$ cat src/inc/amts_defs.vh
// register map, field layout, reset values and sequencer codes of the trigger sequencer
`ifndef AMTS_DEFS_VH
`define AMTS_DEFS_VH

// printed register locations of the trigger-select bytes, kept for reference
`define AMTS_PRINTED_TRIG_LO 32'hFFFFCD40
`define AMTS_PRINTED_TRIG_HI 32'hFFFFCD41

// word indices on the avalon slave (byte address is four times the index)
`define AMTS_IDX_TRIG_LO 4'h0
`define AMTS_IDX_TRIG_HI 4'h1
`define AMTS_IDX_MODE 4'h2
`define AMTS_IDX_ENABLE 4'h3
`define AMTS_IDX_CHAN 4'h4
`define AMTS_IDX_COUNT 4'h5
// indices 8 to 15 hold the eight result registers
`define AMTS_RES_BASE_BIT 3

// geometry
`define AMTS_NRES 8
`define AMTS_SEL_W 2
`define AMTS_CHAN_W 3
`define AMTS_IDX_W 3

// mode register fields
`define AMTS_MODE_DONE_BIT 0
`define AMTS_MODE_SYNC_BIT 1
`define AMTS_MODE_CNT_BIT 2

// result register fields
`define AMTS_RES_OVR_BIT 14
`define AMTS_RES_VAL_BIT 15

// trigger-select codes
`define AMTS_TRG_0 2'h0
`define AMTS_TRG_1 2'h1
`define AMTS_TRG_2 2'h2
`define AMTS_TRG_NONE 2'h3

// reset values
`define AMTS_RST_TRIG 8'h00
`define AMTS_RST_ENABLE 8'h00
`define AMTS_RST_CHAN 24'h000000
`define AMTS_RST_COUNT 8'h00

// read handshake stages
`define AMTS_RD_IDLE 2'h0
`define AMTS_RD_FETCH 2'h1
`define AMTS_RD_ACK 2'h2

`endif

$ cat src/amts_top.v
// motor-synchronous converter sequencer with avalon register slave
//
// The Avalon-MM register port was left to the implementer.
`timescale 1ns/1ps
`include "amts_defs.vh"

// Summary of operation
// software polls done flag until set
// result stored before done flag rises
// host reads result only after done
// host reads result as one access
// overwrite 0, valid 1 means fresh result
// sync select 1 starts on motor triggers
// three motor trigger sources, numbered 0-2
// eight result registers in this unit
// channel and trigger per result register
// per-register enable, disabled ones skipped
// counter: every cycle or after N
// interrupt when enabled programme completes
// two-bit select per result, 11 reserved
// software clears done flag writing 0
// reserved select code means no trigger
// trigger-select bytes reset to zero
module amts_top #(
  parameter DATA_W = 10,
  parameter CNT_W = 8
) (
  input wire CLK_SYS,
  input wire RST,
  input wire [3:0] AVS_ADDRESS,
  input wire AVS_READ,
  input wire AVS_WRITE,
  input wire [31:0] AVS_WRITEDATA,
  input wire [3:0] AVS_BYTEENABLE,
  output reg [31:0] AVS_READDATA,
  output wire AVS_WAITREQUEST,
  input wire [2:0] MOTOR_TRIG,
  output reg CONV_START,
  output reg [2:0] CONV_CHANNEL,
  input wire CONV_DONE,
  input wire [DATA_W-1:0] CONV_RESULT,
  output reg CONV_IRQ,
  output wire SEQ_BUSY
);

  // sequencer states
  localparam S_IDLE = 2'h0;
  localparam S_START = 2'h1;
  localparam S_WAIT = 2'h2;

  // merge one byte lane of write data into an 8-bit field
  function [7:0] lane_merge;
    input [7:0] old_v;
    input [7:0] new_v;
    input en;
    begin
      lane_merge = en ? new_v : old_v;
    end
  endfunction

  // lowest set bit of a pending mask
  function [2:0] pick_low;
    input [7:0] mask;
    integer k;
    begin
      pick_low = 3'h0;
      for (k = 7; k >= 0; k = k - 1) begin
        if (mask[k]) begin
          pick_low = k[2:0];
        end
      end
    end
  endfunction

  // software-visible state
  reg [7:0] trig_lo_q; // selects for results 0..3
  reg [7:0] trig_hi_q; // selects for results 4..7
  reg done_flag_q; // conversion_done_flag
  reg sync_sel_q; // motor_sync_select
  reg cnt_mode_q; // 0: every cycle, 1: after count
  reg [7:0] en_q; // per-result enable
  reg [23:0] chan_q; // per-result input channel
  reg [CNT_W-1:0] cnt_target_q; // programmed cycle count
  reg [CNT_W-1:0] cnt_q; // completed cycles so far
  reg [7:0] valid_q; // result_valid_flag per result
  reg [7:0] ovr_q; // overwrite_flag per result

  // sequencer state
  reg [1:0] state_q;
  reg [1:0] state_d;
  reg [7:0] pend_q; // triggered, not yet converted
  reg [7:0] pend_d;
  reg [7:0] doneset_q; // converted in this programme cycle
  reg [7:0] doneset_d;
  reg [2:0] cur_q; // result register being converted
  reg [7:0] hit; // results whose trigger fired now
  reg [1:0] sel; // loop temporary
  integer i;

  // bus handshake state
  reg [1:0] rd_stage_q;
  wire [15:0] trig_all = {trig_hi_q, trig_lo_q};
  wire [DATA_W-1:0] mem_rdata;
  wire res_addr = AVS_ADDRESS[`AMTS_RES_BASE_BIT];
  wire [2:0] res_idx = AVS_ADDRESS[2:0];
  wire wr_mode = AVS_WRITE && (AVS_ADDRESS == `AMTS_IDX_MODE);

  // conversion completion and programme completion
  wire conv_end = (state_q == S_WAIT) && CONV_DONE;
  wire [7:0] doneset_nx = doneset_q | (8'h01 << cur_q); // built off doneset_q, no comb loop
  wire prog_end = conv_end && (en_q != 8'h00) && ((doneset_nx & en_q) == en_q);
  wire cnt_hit = cnt_mode_q && ((cnt_q + 1'b1) >= cnt_target_q);
  wire irq_now = prog_end && (!cnt_mode_q || cnt_hit);
  wire rd_clear = (rd_stage_q == `AMTS_RD_ACK) && AVS_READ && res_addr;

  // writes finish at once; reads wait for the registered fetch
  assign AVS_WAITREQUEST = !(AVS_WRITE || (AVS_READ && (rd_stage_q == `AMTS_RD_ACK)));
  assign SEQ_BUSY = (state_q != S_IDLE) || (pend_q != 8'h00);

  // result storage, written on each finished conversion
  amts_result_mem #(
    .DATA_W(DATA_W),
    .ADDR_W(`AMTS_IDX_W)
  ) u_mem (
    .clk(CLK_SYS),
    .rst(RST),
    .wr_en(conv_end),
    .wr_addr(cur_q),
    .wr_data(CONV_RESULT),
    .rd_addr(res_idx),
    .rd_data(mem_rdata)
  );

  // match each result's trigger select against the live triggers
  always @* begin
    hit = 8'h00;
    sel = 2'h0;
    for (i = 0; i < `AMTS_NRES; i = i + 1) begin
      sel = trig_all[2*i +: 2];
      // reserved code never fires, whatever the triggers do
      if (sel != `AMTS_TRG_NONE) begin
        if (MOTOR_TRIG[sel]) begin
          hit[i] = 1'b1;
        end
      end
    end
  end

  // sequencer next state
  always @* begin
    state_d = state_q;
    pend_d = pend_q;
    doneset_d = doneset_q;
    case (state_q)
      S_IDLE: begin
        // disabled entries are dropped rather than converted
        if ((pend_q & en_q) != 8'h00) begin
          state_d = S_START;
        end
      end
      S_START: begin
        // selected entry leaves the pending set
        pend_d[cur_q] = 1'b0;
        state_d = S_WAIT;
      end
      S_WAIT: begin
        if (CONV_DONE) begin
          doneset_d[cur_q] = 1'b1;
          state_d = S_IDLE;
        end
      end
      default: begin
        state_d = S_IDLE;
      end
    endcase
    // a completed programme or new enables start a fresh round, so stale entries never count
    if (prog_end || (AVS_WRITE && (AVS_ADDRESS == `AMTS_IDX_ENABLE))) begin
      doneset_d = 8'h00;
    end
    // new triggers only count in motor-synchronous mode
    if (sync_sel_q) begin
      pend_d = (pend_d & en_q) | (hit & en_q);
    end else begin
      pend_d = 8'h00;
    end
  end

  // sequencer registers and converter drive
  always @(posedge CLK_SYS or posedge RST) begin
    if (RST) begin
      state_q <= S_IDLE;
      pend_q <= 8'h00;
      doneset_q <= 8'h00;
      cur_q <= 3'h0;
      CONV_START <= 1'b0;
      CONV_CHANNEL <= 3'h0;
      CONV_IRQ <= 1'b0;
      cnt_q <= {CNT_W{1'b0}};
    end else begin
      state_q <= state_d;
      pend_q <= pend_d;
      doneset_q <= doneset_d;
      CONV_START <= 1'b0;
      CONV_IRQ <= irq_now;
      // lock in the entry and its own channel on the same edge as the start pulse
      if ((state_q == S_IDLE) && (state_d == S_START)) begin
        cur_q <= pick_low(pend_q & en_q);
        CONV_CHANNEL <= chan_q[3*pick_low(pend_q & en_q) +: 3];
        CONV_START <= 1'b1;
      end
      // cycle counter: restart on reaching target or in every-cycle mode, else advance
      if (prog_end) begin
        if (!cnt_mode_q || cnt_hit) begin
          cnt_q <= {CNT_W{1'b0}};
        end else begin
          cnt_q <= cnt_q + 1'b1;
        end
      end
    end
  end

  // per-result valid and overwrite flags
  always @(posedge CLK_SYS or posedge RST) begin
    if (RST) begin
      valid_q <= 8'h00;
      ovr_q <= 8'h00;
    end else begin
      // a read of the result clears both flags
      if (rd_clear) begin
        valid_q[res_idx] <= 1'b0;
        ovr_q[res_idx] <= 1'b0;
      end
      // a new result wins over a read clear in the same cycle
      if (conv_end) begin
        valid_q[cur_q] <= 1'b1;
        ovr_q[cur_q] <= valid_q[cur_q] && !(rd_clear && (res_idx == cur_q));
      end
    end
  end

  // done flag: set by hardware, cleared by writing zero
  always @(posedge CLK_SYS or posedge RST) begin
    if (RST) begin
      done_flag_q <= 1'b0;
    end else begin
      if (irq_now) begin
        // memory write lands on this same edge, so the result is ready
        done_flag_q <= 1'b1;
      end else if (wr_mode && AVS_BYTEENABLE[0] && !AVS_WRITEDATA[`AMTS_MODE_DONE_BIT]) begin
        done_flag_q <= 1'b0;
      end
    end
  end

  // software-written control registers
  always @(posedge CLK_SYS or posedge RST) begin
    if (RST) begin
      trig_lo_q <= `AMTS_RST_TRIG;
      trig_hi_q <= `AMTS_RST_TRIG;
      sync_sel_q <= 1'b0;
      cnt_mode_q <= 1'b0;
      en_q <= `AMTS_RST_ENABLE;
      chan_q <= `AMTS_RST_CHAN;
      cnt_target_q <= `AMTS_RST_COUNT;
    end else if (AVS_WRITE) begin
      case (AVS_ADDRESS)
        `AMTS_IDX_TRIG_LO: begin
          trig_lo_q <= lane_merge(trig_lo_q, AVS_WRITEDATA[7:0], AVS_BYTEENABLE[0]);
        end
        `AMTS_IDX_TRIG_HI: begin
          trig_hi_q <= lane_merge(trig_hi_q, AVS_WRITEDATA[7:0], AVS_BYTEENABLE[0]);
        end
        `AMTS_IDX_MODE: begin
          if (AVS_BYTEENABLE[0]) begin
            sync_sel_q <= AVS_WRITEDATA[`AMTS_MODE_SYNC_BIT];
            cnt_mode_q <= AVS_WRITEDATA[`AMTS_MODE_CNT_BIT];
          end
        end
        `AMTS_IDX_ENABLE: begin
          en_q <= lane_merge(en_q, AVS_WRITEDATA[7:0], AVS_BYTEENABLE[0]);
        end
        `AMTS_IDX_CHAN: begin
          chan_q[7:0] <= lane_merge(chan_q[7:0], AVS_WRITEDATA[7:0], AVS_BYTEENABLE[0]);
          chan_q[15:8] <= lane_merge(chan_q[15:8], AVS_WRITEDATA[15:8], AVS_BYTEENABLE[1]);
          chan_q[23:16] <= lane_merge(chan_q[23:16], AVS_WRITEDATA[23:16], AVS_BYTEENABLE[2]);
        end
        `AMTS_IDX_COUNT: begin
          cnt_target_q <= lane_merge(cnt_target_q, AVS_WRITEDATA[7:0], AVS_BYTEENABLE[0]);
        end
        default: begin
          // unmapped or read-only index: write ignored
        end
      endcase
    end
  end

  // read path: fetch stage lets the memory register its word
  always @(posedge CLK_SYS or posedge RST) begin
    if (RST) begin
      rd_stage_q <= `AMTS_RD_IDLE;
      AVS_READDATA <= 32'h00000000;
    end else begin
      case (rd_stage_q)
        `AMTS_RD_IDLE: begin
          if (AVS_READ) begin
            rd_stage_q <= `AMTS_RD_FETCH;
          end
        end
        `AMTS_RD_FETCH: begin
          rd_stage_q <= `AMTS_RD_ACK;
          AVS_READDATA <= 32'h00000000;
          if (res_addr) begin
            // data and both flags in one word so they cannot tear
            AVS_READDATA[DATA_W-1:0] <= mem_rdata;
            AVS_READDATA[`AMTS_RES_OVR_BIT] <= ovr_q[res_idx];
            AVS_READDATA[`AMTS_RES_VAL_BIT] <= valid_q[res_idx];
          end else begin
            case (AVS_ADDRESS)
              `AMTS_IDX_TRIG_LO: AVS_READDATA[7:0] <= trig_lo_q;
              `AMTS_IDX_TRIG_HI: AVS_READDATA[7:0] <= trig_hi_q;
              `AMTS_IDX_MODE: begin
                AVS_READDATA[`AMTS_MODE_DONE_BIT] <= done_flag_q;
                AVS_READDATA[`AMTS_MODE_SYNC_BIT] <= sync_sel_q;
                AVS_READDATA[`AMTS_MODE_CNT_BIT] <= cnt_mode_q;
                AVS_READDATA[15:8] <= cnt_q;
              end
              `AMTS_IDX_ENABLE: AVS_READDATA[7:0] <= en_q;
              `AMTS_IDX_CHAN: AVS_READDATA[23:0] <= chan_q;
              `AMTS_IDX_COUNT: AVS_READDATA[7:0] <= cnt_target_q;
              default: AVS_READDATA <= 32'h00000000;
            endcase
          end
        end
        default: begin
          // ack stage: master samples the answer at this edge and drops read
          rd_stage_q <= `AMTS_RD_IDLE;
        end
      endcase
    end
  end

endmodule

$ cat src/amts_result_mem.v
// small result memory with registered read data
`timescale 1ns/1ps
module amts_result_mem #(
  parameter DATA_W = 10,
  parameter ADDR_W = 3
) (
  input wire clk,
  input wire rst,
  input wire wr_en,
  input wire [ADDR_W-1:0] wr_addr,
  input wire [DATA_W-1:0] wr_data,
  input wire [ADDR_W-1:0] rd_addr,
  output reg [DATA_W-1:0] rd_data
);

  // storage array, no reset needed since valid flags live outside
  reg [DATA_W-1:0] mem_q [0:(1<<ADDR_W)-1];

  // write port
  always @(posedge clk) begin
    if (wr_en) begin
      mem_q[wr_addr] <= wr_data;
    end
  end

  // read port, old data on a same-address collision
  always @(posedge clk or posedge rst) begin
    if (rst) begin
      rd_data <= {DATA_W{1'b0}};
    end else begin
      rd_data <= mem_q[rd_addr];
    end
  end

endmodule

$ cat config.mk
export PLATFORM = sky130hd
export DESIGN_NAME = amts_top
export DESIGN_NICKNAME = d
export VERILOG_FILES = /design/src/amts_top.v /design/src/amts_result_mem.v
export VERILOG_INCLUDE_DIRS = /design/src /design/src/inc
export SDC_FILE = /design/constraint.sdc
export NUM_CORES = 1
export LEC_CHECK = 0
export BUFFER_PORTS_ARGS = -buffer_cell sky130_fd_sc_hd__clkbuf_2
export CORE_ASPECT_RATIO = 1.4
export CORE_UTILIZATION = 29
export DETAILED_ROUTE_END_ITERATION = 8
export GPL_ROUTABILITY_DRIVEN = 0
export PLACE_DENSITY = 0.55
export REMOVE_ABC_BUFFERS = 1
export SLEW_MARGIN = 20
export SYNTH_ARGS = -nofsm -noshare
export SYNTH_HDL_FRONTEND = slang
export SYNTH_SLANG_ARGS = --single-unit
$ cat constraint.sdc
create_clock -name CLK_SYS -period 13.7 [get_ports CLK_SYS]
set_clock_uncertainty 0.15 [all_clocks]
set_input_delay 1.37 -clock CLK_SYS [delete_from_list [all_inputs] [get_ports CLK_SYS]]
set_output_delay 1.37 -clock CLK_SYS [all_outputs]
set_load 0.005 [all_outputs]
Word-level counts from Yosys, hierarchy flattened --
Memories as Yosys holds them, arrays and structs flattened. A register that Yosys moved wholly into a read port is not among the register bits. Index checks and enable logic that the tools add are counted. Widths: inputs -> output; s select.
Operators by class: shifts and indexed selects 2, reduce and logical (&&, ||, !) cells 43, bitwise logic cells 13, equal/unequal tests 21, magnitude comparators 13, add/sub/neg operators 1, $mul 1, mux-type cells 80
Operator list (number):
- $mux 8 | 12
- $and 8x8->8 | 7
- $mux 1 | 34
- $or 8x8->8 | 4
- $mux 3 | 9
- $pmux 5 s5 | 1
- $lt 2x3->1 const B | 8
- $reduce_and 3->1 | 8
- $reduce_bool 8->1 | 3
- $shiftx 24x6->3 | 1
- $ne 2x2->1 const B | 9
- $pmux 3 s6 | 1
- $bmux 1 s2 | 8
- $logic_and 1x1->1 | 16
- $not 8->8 | 2
- $pmux 8 s2 | 1
- $mux 10 | 1
- $bmux 1 s3 | 3
- $add 8x1->8 const B | 1
- $bwmux 8 | 1
- $eq 4x2->1 const B | 2
- $eq 4x3->1 const B | 2
- $eq 8x8->1 | 1
- $ge 8x8->1 | 1
- 19 further kinds | 38
Storage, ports and cells: logic and storage cells 197, RAM bits 80, bits in registers 143, output and inout port bits 39, memories 1
Memory list:
- u_mem.mem_q | words 8, width 10, read ports 1, clocked after Yosys merged registers in 1, write ports 1, line amts_result_mem.v:17 | reg [DATA_W-1:0] mem_q [0:(1<<ADDR_W)-1];

Depth between registers and ports, before layout --
Gate-level depths: netlist of run 1.
word-level depth 12, gate-level depth with buffers 11

Hierarchy --
A second synthesis of run 1 with hierarchy kept.
Second synthesis, totals: cells, all modules 791, area total of the unflattened synthesis 10279.9 um^2
By module, submodules not included:
- amts_top | cells an instance 652, instances 1, sequential area each 3378.2 um^2, area each 6892.9 um^2
- amts_result_mem | cells an instance 139, instances 1, sequential area each 2652.5 um^2, area each 3387.0 um^2

Least setup slack after synthesis of run 1 --
OpenSTA, ideal clock, no wires.
path type input port to output port, start point input port AVS_WRITE, end point output port AVS_WAITREQUEST, path slack 10.443 ns, stages 2, arrival 1.737 ns, data required time 12.180 ns, cell sequence clkbuf_1 a31oi_1
On the way: word-level cells in the longest chain between the ends 2
RTL lines:
- start: declaration | line amts_top.v:32 | input wire AVS_WRITE,
- $logic_or 1x1->1 | line amts_top.v:117 | assign AVS_WAITREQUEST = !(AVS_WRITE || (AVS_READ && (rd_stage_q == `AMTS_RD_ACK)));
- $logic_not 1->1 | line amts_top.v:117
- end: declaration | line amts_top.v:36 | output wire AVS_WAITREQUEST,
No other way between the ends.

Worst setup path in the final report of run 1 --
Same ends and word-level chain as after synthesis.

==> flow_summary.json, run 1 <==
{
  "outcome": "finished clean",
  "synth-main-ff-cell": "dfrtp_1",
  "grt_pass1_wl_um": 41900,
  "power.density_mw_per_mm2": 151,
  "setup_viol": 0,
  "wirelength_um": 27100,
  "top_level_ports": 97,
  "antenna_cells": 0,
  "dr.pass1.iters": 5,
  "p_leak_nw": 5.00,
  "clk_latency_ns": 0.52,
  "fin_hold_ws_ns": 0.314,
  "max-vdd-ir-drop_mv": 0.0783,
  "cts.sinks": 225,
  "worst_pin_slew_ns": 0.993,
  "dp_cells": 1276,
  "yosysSeqAreaShare": 0.595,
  "fmax_mhz": 272,
  "die-area_sq_mm": 0.0357,
  "crit_fanout": 10,
  "layout-drive-gt1-share": 0.254,
  "synth.distinct_cells": 62,
  "synth-async-reset-ratio": 0.644,
  "yosys_warnings": 0,
  "synth_edf_count": 80,
  "cp-start-kind": "input pin",
  "die_width_um": 160,
  "slew_headroom": 0.338,
  "final_core_util": 0.344,
  "cts_made_buffers": 24,
  "dp_hpwl_um": 18900,
  "crit_type": "input pin to output pin",
  "ys_ff_latch": 225,
  "fin_setup_tns_ns": 0,
  "postCtsSetupBuffers": 0,
  "cts_root_buffer": "clkbuf_16",
  "grt_use_total": 0.153,
  "fin_crit_ns": 3.68,
  "grt_pass1_vias": 6843,
  "hold_viol": 0,
  "cts_tree": "built",
  "cts_hold_buf": 0,
  "maxCapViolations": 0,
  "postSynthCellCount": 776,
  "rsz0062_at_grt": "no",
  "htreeDepth": 1,
  "drc": 0,
  "slew_viol_final": 0,
  "overflow": 0,
  "drtAntennaViolNets": 0,
  "vias_per_cell": 5.02,
  "cp.required_ns": 12.18,
  "clockBufferDepth": 3,
  "io_buffers": 79,
  "p_total_mw": 1.78,
  "path_clk_slew_ns": 0.06,
  "syn_area_sq_mm": 0.0101,
  "antenna_found_initial": 0,
  "start_util": 0.296,
  "core_sq_mm": 0.0342,
  "area_growth_pct": 16.0,
  "cp.arrival_ns": 2.16,
  "fp.dieH_um": 223,
  "min_path_type": "register to register",
  "wl_per_cell_um": 20.6,
  "end_kind": "output pin",
  "drt_iter0_drc": 375,
  "cts_resized": 0,
  "mostFrequentLayoutCells": "145 x dfrtp_1, 82 x nand2_1, 80 x edfxtp_1, 79 x clkbuf_2, 55 x mux2_2",
  "grt_max_degree": 75,
  "final_nets": 918,
  "std_cell_rows": 80,
  "layout_commonest_cell": "dfrtp_1",
  "avgSynthCellArea_sq_um": 13.1,
  "fin_cells": 1320,
  "period_share": 0.268,
  "vias": 6625
}
area by class of cell:
type,instances,area (sq um)
repair buffers,87,455
flip-flops and latches,225,6030
multi-input cells,482,3780
clock inverters,11,135
well taps,451,564
fillers,3427,22500
clock buffers,33,679
inverters,31,121
final timing paths:
kind | startpoint | end | slack, ns | cells past startpoint
worst max-delay path | AVS_WRITE | AVS_WAITREQUEST | 10.02 | 3
worst min-delay path | rd_stage_q[0] | rd_stage_q[0] | 0.31 | 1
max in group asynchronous | RST | cnt_q[2] | 11.10 | 3
worst min register to register | rd_stage_q[0] | rd_stage_q[0] | 0.31 | 1
min in group asynchronous | RST | state_q[0] | 0.83 | 2
worst max register to register | cnt_q[0] | done_flag_q | 10.89 | 10
power by group:
| part | internal [mW] | total (mW) | switching (mW) | leakage [nW] |
|---|---|---|---|---|
| registers | 0.774 | 0.857 | 0.0830 | 2.57 |
| clock network | 0.403 | 0.671 | 0.268 | 0.391 |
| logic | 0.114 | 0.251 | 0.137 | 2.04 |
| total | 1.29 | 1.78 | 0.488 | 5.00 |
worst max-delay path, cell delays in order:
cell and delay, ns:
clkbuf_2 0.26, a31oi_1 0.34, clkbuf_2 0.18
stage by stage:
| step | area, sq um | setup WS (ns) |
|---|---|---|
| floorplan | 9930 | 8.29 |
| global placement | 11000 | 9.65 |
| detailed placement | 11000 | 9.57 |
| CTS | 11800 | 10.05 |
| global route | 11800 | 10.0 |
| finish | 11800 | 10.02 |
metal layers:
layer,GRT usage,share of wire,vias up
met1,0.190,0.41,3377
met4,0.0565,0.029,0
met2,0.271,0.52,176
li1,-,-,3022
met5,0,0,-
met3,0.0199,0.042,50
cell usage after synthesis, drive strengths merged, types with 11 or more instances:
master | number | area, sq um
edfxtp | 80 | 2400
nand3 | 20 | 110
inv | 31 | 116
and3 | 16 | 100
buf | 33 | 194
dfrtp | 145 | 3630
o211ai | 12 | 90.1
clkbuf | 12 | 45.0
mux4 | 24 | 541
nand2b | 11 | 76.3
o21ai | 51 | 259
nor2 | 21 | 78.8
a22oi | 20 | 150
mux2 | 63 | 709
nand2 | 82 | 308
nand3b | 16 | 120
mux2i | 27 | 270
kinds of logic after synthesis:
kind of cell / count (synthesis) / synth area share
flip-flops: 225 / 0.595
AND/OR/NAND/NOR: 206 / 0.110
AO/OA/AOI/OAI: 136 / 0.0913
multiplexers: 114 / 0.150
buffers and inverters: 76 / 0.0350
adder cells (fa/ha/maj): 9 / 0.0111
XOR/XNOR: 9 / 0.00777
other: 1 / 0.000370
sequential cells by signal (all words and copies together) (netlist names):
register	cells
ovr_q	8
state_q	2
cnt_q	8
cnt_target_q	8
u_mem.rd_data	10
en_q	8
CONV_IRQ	1
pend_q	8
AVS_READDATA	24
rd_stage_q	2
cnt_mode_q	1
sync_sel_q	1
chan_q	24
trig_hi_q	8
u_mem.mem_q	80
doneset_q	8
trig_lo_q	8
valid_q	8
cur_q	3
CONV_CHANNEL	3
CONV_START	1
done_flag_q	1
Power figures use the tool's default switching activity.
==> inputs of run 2 (changes only) <==
==> constraint.sdc (replaced) <==
create_clock -name CLK_SYS -period 3.4 [get_ports CLK_SYS]
set_clock_uncertainty 0.15 [all_clocks]
set_input_delay 0.34 -clock CLK_SYS [delete_from_list [all_inputs] [get_ports CLK_SYS]]
set_output_delay 0.34 -clock CLK_SYS [all_outputs]
set_load 0.005 [all_outputs]
==> flow_summary.json, run 2 (synthesis gave the netlist of run 1 again) <==
{
  "layout_commonest_cell": "dfrtp_1",
  "path_clk_slew_ns": 0.06,
  "fp.dieH_um": 223,
  "die-area_sq_mm": 0.0357,
  "worstPathCellList": "ha_1, nand3_1, nor2_1, xnor2_1, ha_1, o21a_1, nor2_1, a21oi_1, nand2b_1, mux2i_1",
  "grt_pass1_vias": 7222,
  "p_leak_nw": 5.24,
  "drtAntennaViolNets": 0,
  "use_met2": 0.287,
  "top_level_ports": 97,
  "postCtsSetupBuffers": 0,
  "std_cell_rows": 80,
  "grtUsageMet1": 0.179,
  "wl_per_cell_um": 19.8,
  "worst-path-buf-inv": 0,
  "crit_fanout": 9,
  "maxCapViolations": 0,
  "fill_cells": 3362,
  "fin_crit_ns": 2.74,
  "cp.arrival_ns": 2.96,
  "dr.pass1.iters": 6,
  "use_met3": 0.0253,
  "die_width_um": 160,
  "max-vdd-ir-drop_mv": 0.322,
  "power.density_mw_per_mm2": 604,
  "grt_use_total": 0.155,
  "fin_setup_tns_ns": 0,
  "layout-drive-gt1-share": 0.261,
  "max_stage_delay_ns": 0.51,
  "hold_viol": 0,
  "outcome": "finished clean",
  "worst_pin_slew_ns": 0.687,
  "largest_reg_flops": 80,
  "overflow": 0,
  "clk_latency_ns": 0.53,
  "io_buffers": 79,
  "grt_max_degree": 74,
  "critical-path-top-delay-family": "compound AO/OA/AOI/OAI gates",
  "cp-start-kind": "register",
  "mostFrequentLayoutCells": "145 x dfrtp_1, 82 x nand2_1, 80 x edfxtp_1, 79 x clkbuf_2, 55 x mux2_2",
  "area_growth_pct": 21.0,
  "final_nets": 963,
  "slew_viol_final": 0,
  "cts_tree": "built",
  "grt_busiest_layer": "met2",
  "cts_root_buffer": "clkbuf_16",
  "fin_hold_ws_ns": 0.0311,
  "cp.required_ns": 3.62,
  "crit_type": "register to register",
  "drc": 0,
  "grt_pass1_wl_um": 42300,
  "cp_slowest_cell": "a21oi_1",
  "dp_hpwl_um": 19400,
  "wirelength_um": 27000,
  "final_core_util": 0.359,
  "clockBufferDepth": 3,
  "start_util": 0.296,
  "dp_slack_ns": 0.672,
  "vias_per_cell": 4.94,
  "cts.sinks": 225,
  "fmax_mhz": 365,
  "drt_iter0_drc": 410,
  "top_regs": "u_mem.mem_q (80), AVS_READDATA (24), chan_q (24)",
  "htreeDepth": 1,
  "vias": 6743,
  "fin_cells": 1366,
  "cts_made_buffers": 24,
  "core_sq_mm": 0.0342,
  "setup_viol": 0,
  "slew_headroom": 0.540,
  "period_share": 0.805,
  "antenna_found_initial": 1,
  "rsz0062_at_grt": "no",
  "setup_slack_ns": 0.662,
  "dp_cells": 1288,
  "largest_register": "u_mem.mem_q",
  "end_kind": "register",
  "min_path_type": "input pin to register"
}
## run 2: cell types whose count changed in the layout (fill, tap and decap cells not counted), sizes merged
cell,before,now
clkbuf,112,109
clkinv,5,3
diode,0,1
buf,8,20
inv,31,33
dlygate4sd3,0,33
clkinvlp,3,4
bufinv,3,5
## run 2: path summary, 6_finish.rpt
check / from / slack [ns] / cells past startpoint / end
min: AVS_WRITEDATA[3] / 0.03 / 3 / cnt_target_q[3]
max reg2reg: cnt_q[0] / 0.66 / 10 / cnt_q[0]
max: cnt_q[0] / 0.66 / 10 / cnt_q[0]
max in group asynchronous: RST / 1.84 / 4 / AVS_READDATA[18]
min in group asynchronous: RST / 0.33 / 3 / cur_q[2]
min reg2reg: rd_stage_q[0] / 0.31 / 1 / rd_stage_q[0]
## run 2: cell type report
| cell class | count | area, sq um | area share |
|---|---|---|---|
| tap | 451 | 564 | 0.0460 |
| clock inverter | 14 | 206 | 0.0168 |
| clock buffer | 30 | 693 | 0.0565 |
| sequential | 225 | 6030 | 0.491 |
| timing repair buffer | 132 | 876 | 0.0713 |
| multi-input combinational | 482 | 3780 | 0.308 |
| antenna | 1 | 2.50 | 0.000204 |
| inverter | 31 | 121 | 0.00989 |
## run 2: repair_timing
item / CTS / global route
resized for setup: 0 / 0
endpoints found under the hold margin: 176 / 0
hold buffers: 33 / 0
## run 2: power by group
group | internal (mW) | switching (mW)
Sequential | 3.12 | 0.319
Clock | 1.83 | 1.11
Combinational | 0.492 | 0.550
Total | 5.44 | 1.98
## run 2: per-layer routing
layer  part of all wire  up-vias
li1                   -     3123
met1               0.39     3406
met2               0.53      174
met3              0.051       40
met4              0.027        0
met5                  0        -
## run 2: worst reg2reg max path, stage by stage, from the launching register on
cell	delay (ns)
dfrtp_1	0.46
ha_1	0.27
nand3_1	0.13
nor2_1	0.20
xnor2_1	0.17
ha_1	0.20
o21a_1	0.12
nor2_1	0.03
a21oi_1	0.51
nand2b_1	0.25
mux2i_1	0.08
## run 2: through the flow
step	total power, mW	area [sq um]
floorplan	4.01	9930
global placement	4.50	11000
detailed placement	4.53	11000
CTS	7.52	12300
global route	7.77	12300
finish	7.42	12300
